==> config.mk <==
export PLATFORM = sky130hd
export DESIGN_NAME = uart_status_control
export DESIGN_NICKNAME = d
export VERILOG_FILES = /design/src/shared/uart_sc_pkg.sv /design/src/core/uart_status_control.sv
export SDC_FILE = /design/constraint.sdc
export NUM_CORES = 1
export LEC_CHECK = 0
export BUFFER_PORTS_ARGS = -buffer_cell sky130_fd_sc_hd__buf_2
export CAP_MARGIN = 30
export CORE_MARGIN = 5
export CORE_UTILIZATION = 53
export DETAILED_ROUTE_END_ITERATION = 7
export PLACE_DENSITY = 0.79
export SYNTH_ARGS = -nofsm -noshare
export SYNTH_HDL_FRONTEND = slang
export SYNTH_SLANG_ARGS = --single-unit
export TNS_END_PERCENT = 1
==> constraint.sdc <==
create_clock -name sys_clk -period 3.5 [get_ports sys_clk]
set_input_delay 0.175 -clock sys_clk [delete_from_list [all_inputs] [get_ports sys_clk]]
set_output_delay 0.175 -clock sys_clk [all_outputs]
set_load 0.05 [all_outputs]
==> src/shared/uart_sc_pkg.sv <==
// Constants for the serial transceiver status and control block.
// Assumes a 32-bit AXI4-Lite master and external shift registers.
// How it works
// - Encoder off: idle line is low when polarity invert is 1, else high.
// - Encoder on: encoded idle is high when polarity invert is 1, else low.
// - Break request sends start, twelve zeros, stop; bit clears itself after.
// - Transmit enable drives the pin; disabling aborts and empties the buffer.
// - Buffer-full flag is 1 when no further character fits.
// - All-empty flag is 1 only when shifter and buffer are both empty.
// - Receive select 11 interrupts when a transfer leaves four characters.
// - Receive select 10 interrupts when a transfer leaves three characters.
// - Receive select 0x interrupts on every character transferred in.
// - Address detect in nine-bit mode treats bit 8 set as address.
// - Receiver idle flag reads 1 when idle, 0 while receiving.
// - Parity error flag belongs to the character at the buffer head.
// - Framing error flag belongs to the character at the buffer head.
// - Overrun flag set by overflow; software may clear, never set it.
// - Clearing a set overrun flag empties receive buffer and shift register.
// - Data-available flag is 1 while the receive buffer holds a character.
// - Bit 12 of the status and control register always reads zero.
// - Transmit select 00 per transfer, 10 on emptying, 01 when done.
// - Infrared encoder is effective only in the sixteen-times baud mode.
package uart_sc_pkg;
	localparam int         ADDR_W      = 4;
	localparam int         DATA_W      = 32;
	localparam int         CHAR_W      = 9;
	localparam int         FIFO_DEPTH  = 4;
	localparam int         PTR_W       = 2;
	localparam int         CNT_W       = 3;
	localparam logic [3:0] OFF_SC      = 4'h0;
	localparam logic [3:0] OFF_TXDATA  = 4'h4;
	localparam logic [3:0] OFF_RXDATA  = 4'h8;
	localparam logic [3:0] OFF_MODE    = 4'hc;
	localparam int         B_TXSEL1    = 15;
	localparam int         B_TXINV     = 14;
	localparam int         B_TXSEL0    = 13;
	localparam int         B_BREAK     = 11;
	localparam int         B_TXEN      = 10;
	localparam int         B_RXSEL0    = 6;
	localparam int         B_ADDRDET   = 5;
	localparam int         B_OVERRUN   = 1;
	localparam int         B_IRCODEC   = 0;
	localparam int         B_NINEBIT   = 1;
	localparam int         B_HIGHSPEED = 2;
	localparam logic [1:0] TXSEL_EACH  = 2'h0;
	localparam logic [1:0] TXSEL_DONE  = 2'h1;
	localparam logic [1:0] TXSEL_EMPTY = 2'h2;
	localparam logic [1:0] RXSEL_3Q    = 2'h2;
	localparam logic [1:0] RXSEL_FULL  = 2'h3;
	localparam logic [2:0] CNT_3Q      = 3'h3;
	localparam logic [2:0] CNT_FULL    = 3'h4;
	localparam logic [1:0] RESP_OKAY   = 2'h0;
	localparam logic [1:0] RESP_SLVERR = 2'h2;
endpackage

==> src/core/uart_status_control.sv <==
// Status and control logic of the serial transceiver with its two 4-deep buffers.
// Assumes external shifters that report completion and a synchronous AXI4-Lite master.
`timescale 1ns/10ps
module uart_status_control (
	input  wire logic                              sys_clk,
	input  wire logic                              rst,
	input  wire logic [uart_sc_pkg::ADDR_W-1:0]    awaddr,
	input  wire logic                              awvalid,
	output logic                                   awready,
	input  wire logic [uart_sc_pkg::DATA_W-1:0]    wdata,
	input  wire logic [3:0]                        wstrb,
	input  wire logic                              wvalid,
	output logic                                   wready,
	output logic [1:0]                             bresp,
	output logic                                   bvalid,
	input  wire logic                              bready,
	input  wire logic [uart_sc_pkg::ADDR_W-1:0]    araddr,
	input  wire logic                              arvalid,
	output logic                                   arready,
	output logic [uart_sc_pkg::DATA_W-1:0]         rdata,
	output logic [1:0]                             rresp,
	output logic                                   rvalid,
	input  wire logic                              rready,
	output logic [uart_sc_pkg::CHAR_W-1:0]         txChar,
	output logic                                   txCharBreak,
	output logic                                   txCharValid,
	input  wire logic                              txCharReady,
	input  wire logic                              txShifterBusy,
	input  wire logic                              txShifterDone,
	input  wire logic                              txLineBit,
	input  wire logic                              txIrBit,
	output logic                                   txAbort,
	output logic                                   serialOut,
	output logic                                   serialOutEn,
	input  wire logic [uart_sc_pkg::CHAR_W-1:0]    rxChar,
	input  wire logic                              rxCharParityErr,
	input  wire logic                              rxCharFrameErr,
	input  wire logic                              rxCharValid,
	input  wire logic                              rxActive,
	output logic                                   rxShiftFlush,
	output logic                                   rxAddressSeen,
	output logic                                   txIrq,
	output logic                                   rxIrq
);
	import uart_sc_pkg::*;

	logic [1:0]         txSelReg;
	logic               txInvReg;
	logic               breakReg;
	logic               txEnReg;
	logic [1:0]         rxSelReg;
	logic               addrEnReg;
	logic               overrunReg;
	logic               irEnReg;
	logic               nineBitReg;
	logic               highSpeedReg;
	logic               breakInFlightReg;
	logic [CHAR_W-1:0]  txMem [FIFO_DEPTH];
	logic [PTR_W-1:0]   txWrPtrReg;
	logic [PTR_W-1:0]   txRdPtrReg;
	logic [CNT_W-1:0]   txCountReg;
	logic [CHAR_W+1:0]  rxMem [FIFO_DEPTH];
	logic [PTR_W-1:0]   rxWrPtrReg;
	logic [PTR_W-1:0]   rxRdPtrReg;
	logic [CNT_W-1:0]   rxCountReg;
	logic [CNT_W-1:0]   rxCountNext;
	logic               serialOutReg;
	logic               serialOutNext;

	function automatic logic [CNT_W-1:0] stepCount(input logic [CNT_W-1:0] cnt,
		input logic up, input logic down);
		stepCount = cnt + {{(CNT_W-1){1'b0}}, up} - {{(CNT_W-1){1'b0}}, down};
	endfunction

	// Bus decode: a write needs both address and data, one write in flight at a time.
	wire wrFire  = awvalid & wvalid & ~bvalid;
	wire rdFire  = arvalid & ~rvalid;
	wire wrSc    = wrFire & (awaddr == OFF_SC);
	wire wrTx    = wrFire & (awaddr == OFF_TXDATA) & wstrb[0];
	wire wrMode  = wrFire & (awaddr == OFF_MODE);
	wire wrKnown = (awaddr == OFF_SC) | (awaddr == OFF_TXDATA) | (awaddr == OFF_MODE);
	wire rdKnown = (araddr == OFF_SC) | (araddr == OFF_RXDATA) | (araddr == OFF_MODE);
	wire rdRx    = rdFire & (araddr == OFF_RXDATA);

	assign awready = wrFire;
	assign wready  = wrFire;
	assign arready = rdFire;

	// Transmit buffer.
	wire txEmpty    = (txCountReg == '0);
	wire txFull     = (txCountReg == CNT_FULL);
	wire txAllEmpty = txEmpty & ~txShifterBusy;
	wire txPush     = wrTx & txEnReg & ~txFull;
	wire txPop      = txCharValid & txCharReady;
	assign txCharValid = txEnReg & ~txEmpty;
	assign txChar      = txMem[txRdPtrReg];
	assign txCharBreak = breakReg;
	assign txAbort     = ~txEnReg;

	// Receive buffer; address mode drops data characters and overrun freezes the buffer.
	wire addrMode  = addrEnReg & nineBitReg;
	wire rxWanted  = rxCharValid & ~(addrMode & ~rxChar[CHAR_W-1]);
	wire rxEmpty   = (rxCountReg == '0);
	wire rxFull    = (rxCountReg == CNT_FULL);
	wire overflow  = rxWanted & rxFull & ~overrunReg;
	wire rxPush    = rxWanted & ~rxFull & ~overrunReg;
	wire rxPop     = rdRx & ~rxEmpty;
	wire ovrClear  = wrSc & wstrb[0] & ~wdata[B_OVERRUN] & overrunReg & ~overflow;
	wire rxAvail   = ~rxEmpty;
	wire rxIdle    = ~rxActive;
	wire [CHAR_W+1:0] rxHead = rxMem[rxRdPtrReg];
	wire parityTop = rxAvail & rxHead[CHAR_W];
	wire frameTop  = rxAvail & rxHead[CHAR_W+1];
	assign rxCountNext = stepCount(rxCountReg, rxPush, rxPop);

	wire [15:0] scWord = {txSelReg[1], txInvReg, txSelReg[0], 1'b0, breakReg, txEnReg,
		txFull, txAllEmpty, rxSelReg, addrEnReg, rxIdle, parityTop, frameTop,
		overrunReg, rxAvail};
	wire [15:0] modeWord = {13'h0, highSpeedReg, nineBitReg, irEnReg};
	wire [15:0] rdWord   = (araddr == OFF_SC) ? scWord :
		(araddr == OFF_MODE) ? modeWord :
		(araddr == OFF_RXDATA) ? {7'h0, rxHead[CHAR_W-1:0]} : 16'h0;

	// Line level: the encoder counts only in sixteen-times mode.
	wire irActive = irEnReg & ~highSpeedReg;
	always_comb begin
		if (irActive) begin
			serialOutNext = txShifterBusy ? txIrBit : txInvReg;
		end else begin
			serialOutNext = txShifterBusy ? (txLineBit ^ txInvReg) : ~txInvReg;
		end
	end
	assign serialOut   = serialOutReg;
	assign serialOutEn = txEnReg;

	// Interrupt events.
	wire txIrqNext = (txSelReg == TXSEL_EACH) ? txPop :
		(txSelReg == TXSEL_EMPTY) ? (txPop & (txCountReg == 3'h1) & ~txPush) :
		(txSelReg == TXSEL_DONE) ? (txShifterDone & txEmpty & ~txPush) : 1'b0;
	wire rxIrqNext = ~rxSelReg[1] ? rxPush :
		(rxSelReg == RXSEL_3Q) ? (rxPush & (rxCountNext == CNT_3Q)) :
		(rxPush & (rxCountNext == CNT_FULL));

	always_ff @(posedge sys_clk) begin
		if (rst) begin
			txSelReg     <= '0;
			txInvReg     <= 1'b0;
			txEnReg      <= 1'b0;
			rxSelReg     <= '0;
			addrEnReg    <= 1'b0;
			irEnReg      <= 1'b0;
			nineBitReg   <= 1'b0;
			highSpeedReg <= 1'b0;
		end else begin
			if (wrSc & wstrb[1]) begin
				txSelReg <= {wdata[B_TXSEL1], wdata[B_TXSEL0]};
				txInvReg <= wdata[B_TXINV];
				txEnReg  <= wdata[B_TXEN];
			end
			if (wrSc & wstrb[0]) begin
				rxSelReg  <= wdata[B_RXSEL0+1:B_RXSEL0];
				addrEnReg <= wdata[B_ADDRDET];
			end
			if (wrMode & wstrb[0]) begin
				irEnReg      <= wdata[B_IRCODEC];
				nineBitReg   <= wdata[B_NINEBIT];
				highSpeedReg <= wdata[B_HIGHSPEED];
			end
		end
	end

	// Break bit: software sets it, hardware clears it when the break character finishes.
	wire breakDone = breakInFlightReg & txShifterDone;
	always_ff @(posedge sys_clk) begin
		if (rst | ~txEnReg) begin
			breakReg         <= 1'b0;
			breakInFlightReg <= 1'b0;
		end else begin
			if (wrSc & wstrb[1]) begin
				breakReg <= wdata[B_BREAK];
			end else if (breakDone) begin
				breakReg <= 1'b0;
			end
			if (txPop & breakReg) begin
				breakInFlightReg <= 1'b1;
			end else if (breakDone) begin
				breakInFlightReg <= 1'b0;
			end
		end
	end

	// Overrun: set wins over a clear arriving in the same cycle.
	always_ff @(posedge sys_clk) begin
		if (rst) begin
			overrunReg <= 1'b0;
		end else begin
			overrunReg <= overflow | (overrunReg & ~ovrClear);
		end
	end

	always_ff @(posedge sys_clk) begin
		if (rst | ~txEnReg) begin
			txWrPtrReg <= '0;
			txRdPtrReg <= '0;
			txCountReg <= '0;
		end else begin
			txWrPtrReg <= txWrPtrReg + PTR_W'(txPush);
			txRdPtrReg <= txRdPtrReg + PTR_W'(txPop);
			txCountReg <= stepCount(txCountReg, txPush, txPop);
		end
	end

	always_ff @(posedge sys_clk) begin
		if (txPush) begin
			txMem[txWrPtrReg] <= wdata[CHAR_W-1:0];
		end
		if (rxPush) begin
			rxMem[rxWrPtrReg] <= {rxCharFrameErr, rxCharParityErr, rxChar};
		end
	end

	always_ff @(posedge sys_clk) begin
		if (rst | ovrClear) begin
			rxWrPtrReg <= '0;
			rxRdPtrReg <= '0;
			rxCountReg <= '0;
		end else begin
			rxWrPtrReg <= rxWrPtrReg + PTR_W'(rxPush);
			rxRdPtrReg <= rxRdPtrReg + PTR_W'(rxPop);
			rxCountReg <= rxCountNext;
		end
	end

	always_ff @(posedge sys_clk) begin
		if (rst) begin
			serialOutReg  <= 1'b1;
			rxShiftFlush  <= 1'b0;
			rxAddressSeen <= 1'b0;
			txIrq         <= 1'b0;
			rxIrq         <= 1'b0;
		end else begin
			serialOutReg  <= serialOutNext;
			rxShiftFlush  <= ovrClear;
			rxAddressSeen <= rxPush & addrMode;
			txIrq         <= txIrqNext;
			rxIrq         <= rxIrqNext;
		end
	end

	always_ff @(posedge sys_clk) begin
		if (rst) begin
			bvalid <= 1'b0;
			bresp  <= RESP_OKAY;
			rvalid <= 1'b0;
			rresp  <= RESP_OKAY;
			rdata  <= '0;
		end else begin
			if (wrFire) begin
				bvalid <= 1'b1;
				bresp  <= wrKnown ? RESP_OKAY : RESP_SLVERR;
			end else if (bready) begin
				bvalid <= 1'b0;
			end
			if (rdFire) begin
				rvalid <= 1'b1;
				rresp  <= rdKnown ? RESP_OKAY : RESP_SLVERR;
				rdata  <= {16'h0, rdWord};
			end else if (rready) begin
				rvalid <= 1'b0;
			end
		end
	end

	chk_idle_level_plain: assert property (@(posedge sys_clk) disable iff (rst)
		(!irActive && !txShifterBusy) |=> (serialOut == !$past(txInvReg)))
		else $error("Plain idle level wrong.");
	chk_idle_level_ir: assert property (@(posedge sys_clk) disable iff (rst)
		(irActive && !txShifterBusy) |=> (serialOut == $past(txInvReg)))
		else $error("Encoded idle level wrong.");
	chk_disable_flush: assert property (@(posedge sys_clk) disable iff (rst)
		!txEnReg |=> (txCountReg == '0) && !txCharValid)
		else $error("Transmit buffer not emptied when disabled.");
	chk_full_flag: assert property (@(posedge sys_clk) disable iff (rst)
		(wrTx && txFull && txEnReg && !txPop) |=> (txCountReg == CNT_FULL))
		else $error("Write accepted into a full buffer.");
	chk_rx_irq_full: assert property (@(posedge sys_clk) disable iff (rst)
		(rxSelReg == RXSEL_FULL && rxPush && rxCountReg == CNT_3Q && !rxPop) |=> rxIrq)
		else $error("Full receive interrupt missing.");
	chk_rx_irq_3q: assert property (@(posedge sys_clk) disable iff (rst)
		($past(rxSelReg) == RXSEL_3Q && rxIrq) |-> ($past(rxCountReg) == 3'h2 || $past(rxPop)))
		else $error("Three-quarter interrupt at wrong fill.");
	chk_overrun_sticky: assert property (@(posedge sys_clk) disable iff (rst)
		(overrunReg && !(wrSc && wstrb[0] && !wdata[B_OVERRUN])) |=> overrunReg)
		else $error("Overrun flag dropped without a clear.");
	chk_overrun_flush: assert property (@(posedge sys_clk) disable iff (rst)
		ovrClear |=> (rxCountReg == '0) && rxShiftFlush && !overrunReg)
		else $error("Clearing overrun did not flush the receiver.");
	chk_overrun_freeze: assert property (@(posedge sys_clk) disable iff (rst)
		(overrunReg && !ovrClear && !rxPop) |=> $stable(rxCountReg))
		else $error("Receive buffer changed while overrun set.");
	chk_break_clear: assert property (@(posedge sys_clk) disable iff (rst)
		(breakDone && !(wrSc && wstrb[1])) |=> !breakReg)
		else $error("Break request not cleared on completion.");
	chk_full_reached: assert property (@(posedge sys_clk) disable iff (rst)
		(txPush && !txPop && txCountReg == CNT_3Q) |=> txFull)
		else $error("Buffer-full flag missing at four characters.");
	chk_all_empty: assert property (@(posedge sys_clk) disable iff (rst)
		(txShifterBusy || !txEmpty) |-> !scWord[8])
		else $error("All-empty flag set while transmit work remains.");
	chk_rx_irq_any: assert property (@(posedge sys_clk) disable iff (rst)
		(!rxSelReg[1] && rxPush) |=> rxIrq)
		else $error("Per-character receive interrupt missing.");
	chk_addr_filter: assert property (@(posedge sys_clk) disable iff (rst)
		(addrMode && rxCharValid && !rxChar[CHAR_W-1]) |-> !rxPush)
		else $error("Data character buffered in address mode.");
	chk_rx_idle: assert property (@(posedge sys_clk) disable iff (rst)
		rxActive |-> !scWord[4])
		else $error("Receiver idle flag set while receiving.");
	chk_head_parity: assert property (@(posedge sys_clk) disable iff (rst)
		(rxPush && rxEmpty) |=> (scWord[3] == $past(rxCharParityErr)))
		else $error("Parity flag does not follow the head character.");
	chk_head_frame: assert property (@(posedge sys_clk) disable iff (rst)
		(rxPush && rxEmpty) |=> (scWord[2] == $past(rxCharFrameErr)))
		else $error("Framing flag does not follow the head character.");
	chk_overrun_set: assert property (@(posedge sys_clk) disable iff (rst)
		(rxWanted && rxFull && !overrunReg) |=> overrunReg)
		else $error("Overflow did not set the overrun flag.");
	chk_data_avail: assert property (@(posedge sys_clk) disable iff (rst)
		rxPush |=> scWord[0])
		else $error("Data-available flag missing after a transfer.");
	chk_bit12_zero: assert property (@(posedge sys_clk) disable iff (rst)
		(rdFire && araddr == OFF_SC) |=> !rdata[12])
		else $error("Unimplemented status bit read as one.");
	chk_tx_irq_each: assert property (@(posedge sys_clk) disable iff (rst)
		(txSelReg == TXSEL_EACH && txPop) |=> txIrq)
		else $error("Per-transfer transmit interrupt missing.");
	chk_ir_highspeed: assert property (@(posedge sys_clk) disable iff (rst)
		(irEnReg && highSpeedReg && !txShifterBusy) |=> (serialOut == !$past(txInvReg)))
		else $error("Encoder acted in high-speed mode.");
endmodule

==> flow_summary.ini <==
[drt]
vias_per_cell = 5.328
first_pass_iters = 5
vias = 3479
drcViolationCount = 0
dr.first_iter.drc_count = 264
ant_nets = 0
wl_mm = 11.50
wl_per_cell_um = 17.62

[setup_path]
reg2reg_from = rxCountReg[2]
max_stage_delay_ns = 0.56
critPathMaxFanout = 5
cp_slowest_cell = or3_2
end_kind = flop
crit_required_ns = 3.92
crit_family = simple AND/OR/NAND/NOR gates
crit_top_cell = xnor2_1
worstSetupPathType = reg2reg
path_cells = or3_2 > and3_1 > xnor2_1 > ha_1 > fa_1 > xnor2_1 > xnor2_1 > or4b_1 > a311oi_2
path_buf_inv = 0
arrival_ns = 3.45
start_kind = flop
cp-startpoint = rxCountReg[2]

[floorplan]
die_h_um = 110.8
fp.dieArea_sq_um = 12280
ios = 128
die_x_um = 110.8
core-area_sq_um = 9864
initial_core_util_pct = 54.60
row_count = 36

[clock_network]
cts_sinks = 131
cts_inserted_buffers = 17
cts_tree = built
clock_path_buffers = 2
clk_latency_ns = 0.51
cts_setup_buffers = 0
clk_pin_slew_ns = 0.06
cts_max_level = 4
root_buffer = clkbuf_8

[power]
clkPwrFrac_pct = 42.8
power_uw = 3935
swShare_pct = 25.32
ir_drop_mv = 0.3569
power_switching_uw = 996.5
p_comb_share_pct = 11.7
seqPwrFrac_pct = 45.6
power.density_nw_per_um2 = 583.7
intPower_uw = 2938
power.leakage_uw = 0.002572

[sta]
tns_ns = 0
finalCritPeriodShare_pct = 86.55
timing.final.ws_setup_ns = 0.4707
min_period_ns = 3.029
fmax_mhz = 330.1
max_slew.worst_pin.slew_ns = 0.8407
hold_violations = 0
clock_skew_ns = 0.007893
slew_headroom_pct = 43.87
rsz0062_at_grt = false
drv_slew = 0
setup_viol = 0

[synthesis]
ys_warn_count = 0
synth_area_leaders = edfxtp_1 (45%), dfxtp_1 (19%), mux4_2 (8.4%), buf_4 (2.8%), nor2_1 (2.7%)
yosysMostFrequentCell = edfxtp_1
yosys_register_bits = 131
synth_cell_types = 52
synth_top_area_share_pct = 44.60
async_flop_share_pct = 0
netlist_instances = 382
syn-cell-area_sq_um = 5386
ys.flop_type = edfxtp_1
yosys.area.top_type = edfxtp_1
syn_avg_cell_area_sq_um = 14.10
seq_area_frac_synth_pct = 63.55
synth_commonest_cells = edfxtp_1 (80), dfxtp_1 (51), nor2_1 (39)
synth_edf_count = 80

[finish]
final_nets = 584
n_fill_cell = 686
area_growth_pct = 25.16
final_cell_area_sq_um = 6741
layout-drive-gt1-share_pct = 30.19
antenna_cells = 0

[status]
status = complete, no violations

[global_routing]
grt_pass1_wl_mm = 18.96
antenna_found_initial = 1
grt_use_total_pct = 19.64
overflow = 0
grt_pass1_vias = 3708
grt_max_degree = 39

[placement]
port-buffer-count = 88
place_area_sq_um = 5881
dp.final_hpwl_mm = 7.776
pre_cts_slack_ns = 0.4977
place_congestion = 0.8320

[flow_run]
max_cap_violations = 0

[min_path]
worstHoldStart = araddr[3]
hold_path_class = in2reg
-- per-stage QoR --
stage / hold WS (ns) / util, % / instances
finish: 0.02280 / 68.34 / 653
global route: 0.03558 / 68.34 / 653
detailed placement: 0.3937 / 59.61 / 592
CTS: 0.003908 / 68.34 / 653
floorplan: 0.2739 / - / 400
global placement: 0.3844 / 59.61 / 592
-- final timing paths --
kind              depth (start not counted)         to  slack (ns)
setup / recovery                          9      rxIrq        0.47
hold / removal                            3   rdata[0]        0.02
setup reg to reg                          9      rxIrq        0.47
hold reg to reg                           2  rdata[11]        0.46
-- kinds of logic after synthesis --
group	count (synthesis)	share of synthesized area (%)
AND/OR/NAND/NOR	118	12.06
XOR/XNOR	11	1.789
flip-flops	131	63.55
multiplexers	33	10.82
adder cells (fa/ha/maj)	8	2.137
AO/OA/AOI/OAI	33	4.483
other	1	0.06962
buffers and inverters	47	5.087
-- power groups by stage --
stage	combinational [uW]	sequential, uW	clock (uW)
after detailed placement	433	1820	0
after floorplan	277	1860	0
after global placement	417	1820	0
after global routing	499	1800	1780
final	460	1790	1680
after CTS	460	1790	1710
-- cells in the final DEF (no fill, tap or decap), types with 10 or more instances in the layout --
cell and n:
nor2_1 39, edfxtp_1 80, conb_1 19, a21oi_1 14
nand3_1 12, mux2i_1 11, xnor2_1 10, nand2_1 16
inv_1 10, clkbuf_16 16, mux4_2 20, buf_2 88
dfxtp_1 51, dlygate4sd3_1 29
-- cell type report --
| cell class | count | area (sq um) | area share (%) |
|---|---|---|---|
| sequential | 131 | 3423 | 50.78 |
| multi-input combinational | 222 | 1757 | 26.06 |
| timing repair buffer | 124 | 783.3 | 11.62 |
| clock buffer | 18 | 417.9 | 6.199 |
| tap | 133 | 166.4 | 2.468 |
| clock inverter | 14 | 152.6 | 2.264 |
| inverter | 11 | 41.29 | 0.6125 |
-- tightest hold or removal path: cells and delay by family --
| kind | cells | cell delay [ns] |
|---|---|---|
| buf+inv | 1 | 0.15 |
| simple gates | 1 | 0.09 |
| compound gates | 1 | 0.06 |
-- state kept, by name (all words and copies together), names as in the netlist, 2 cells and up --
name and flops:
rxMem 44, txMem 36, rdata 15, rxCountReg 3, txCountReg 3, rxRdPtrReg 2, rxSelReg 2, rxWrPtrReg 2
txRdPtrReg 2, txSelReg 2, txWrPtrReg 2
-- timing repair --
action	4_1_cts	5_1_grt
endpoints found under the hold margin	94	0
setup endpoints to repair	0	0
resized for setup	0	0
hold buffers	29	0
-- routing by layer --
| metal | vias up | global-route usage, % | share of wire [%] |
|---|---|---|---|
| li1 | 1639 | - | - |
| met1 | 1688 | 23.41 | 40 |
| met2 | 129 | 33.90 | 52 |
| met3 | 21 | 5.295 | 5.9 |
| met4 | 2 | 7.635 | 2.2 |
| met5 | - | 0 | 0.061 |
No activity file was read; power rests on OpenSTA's default activity.
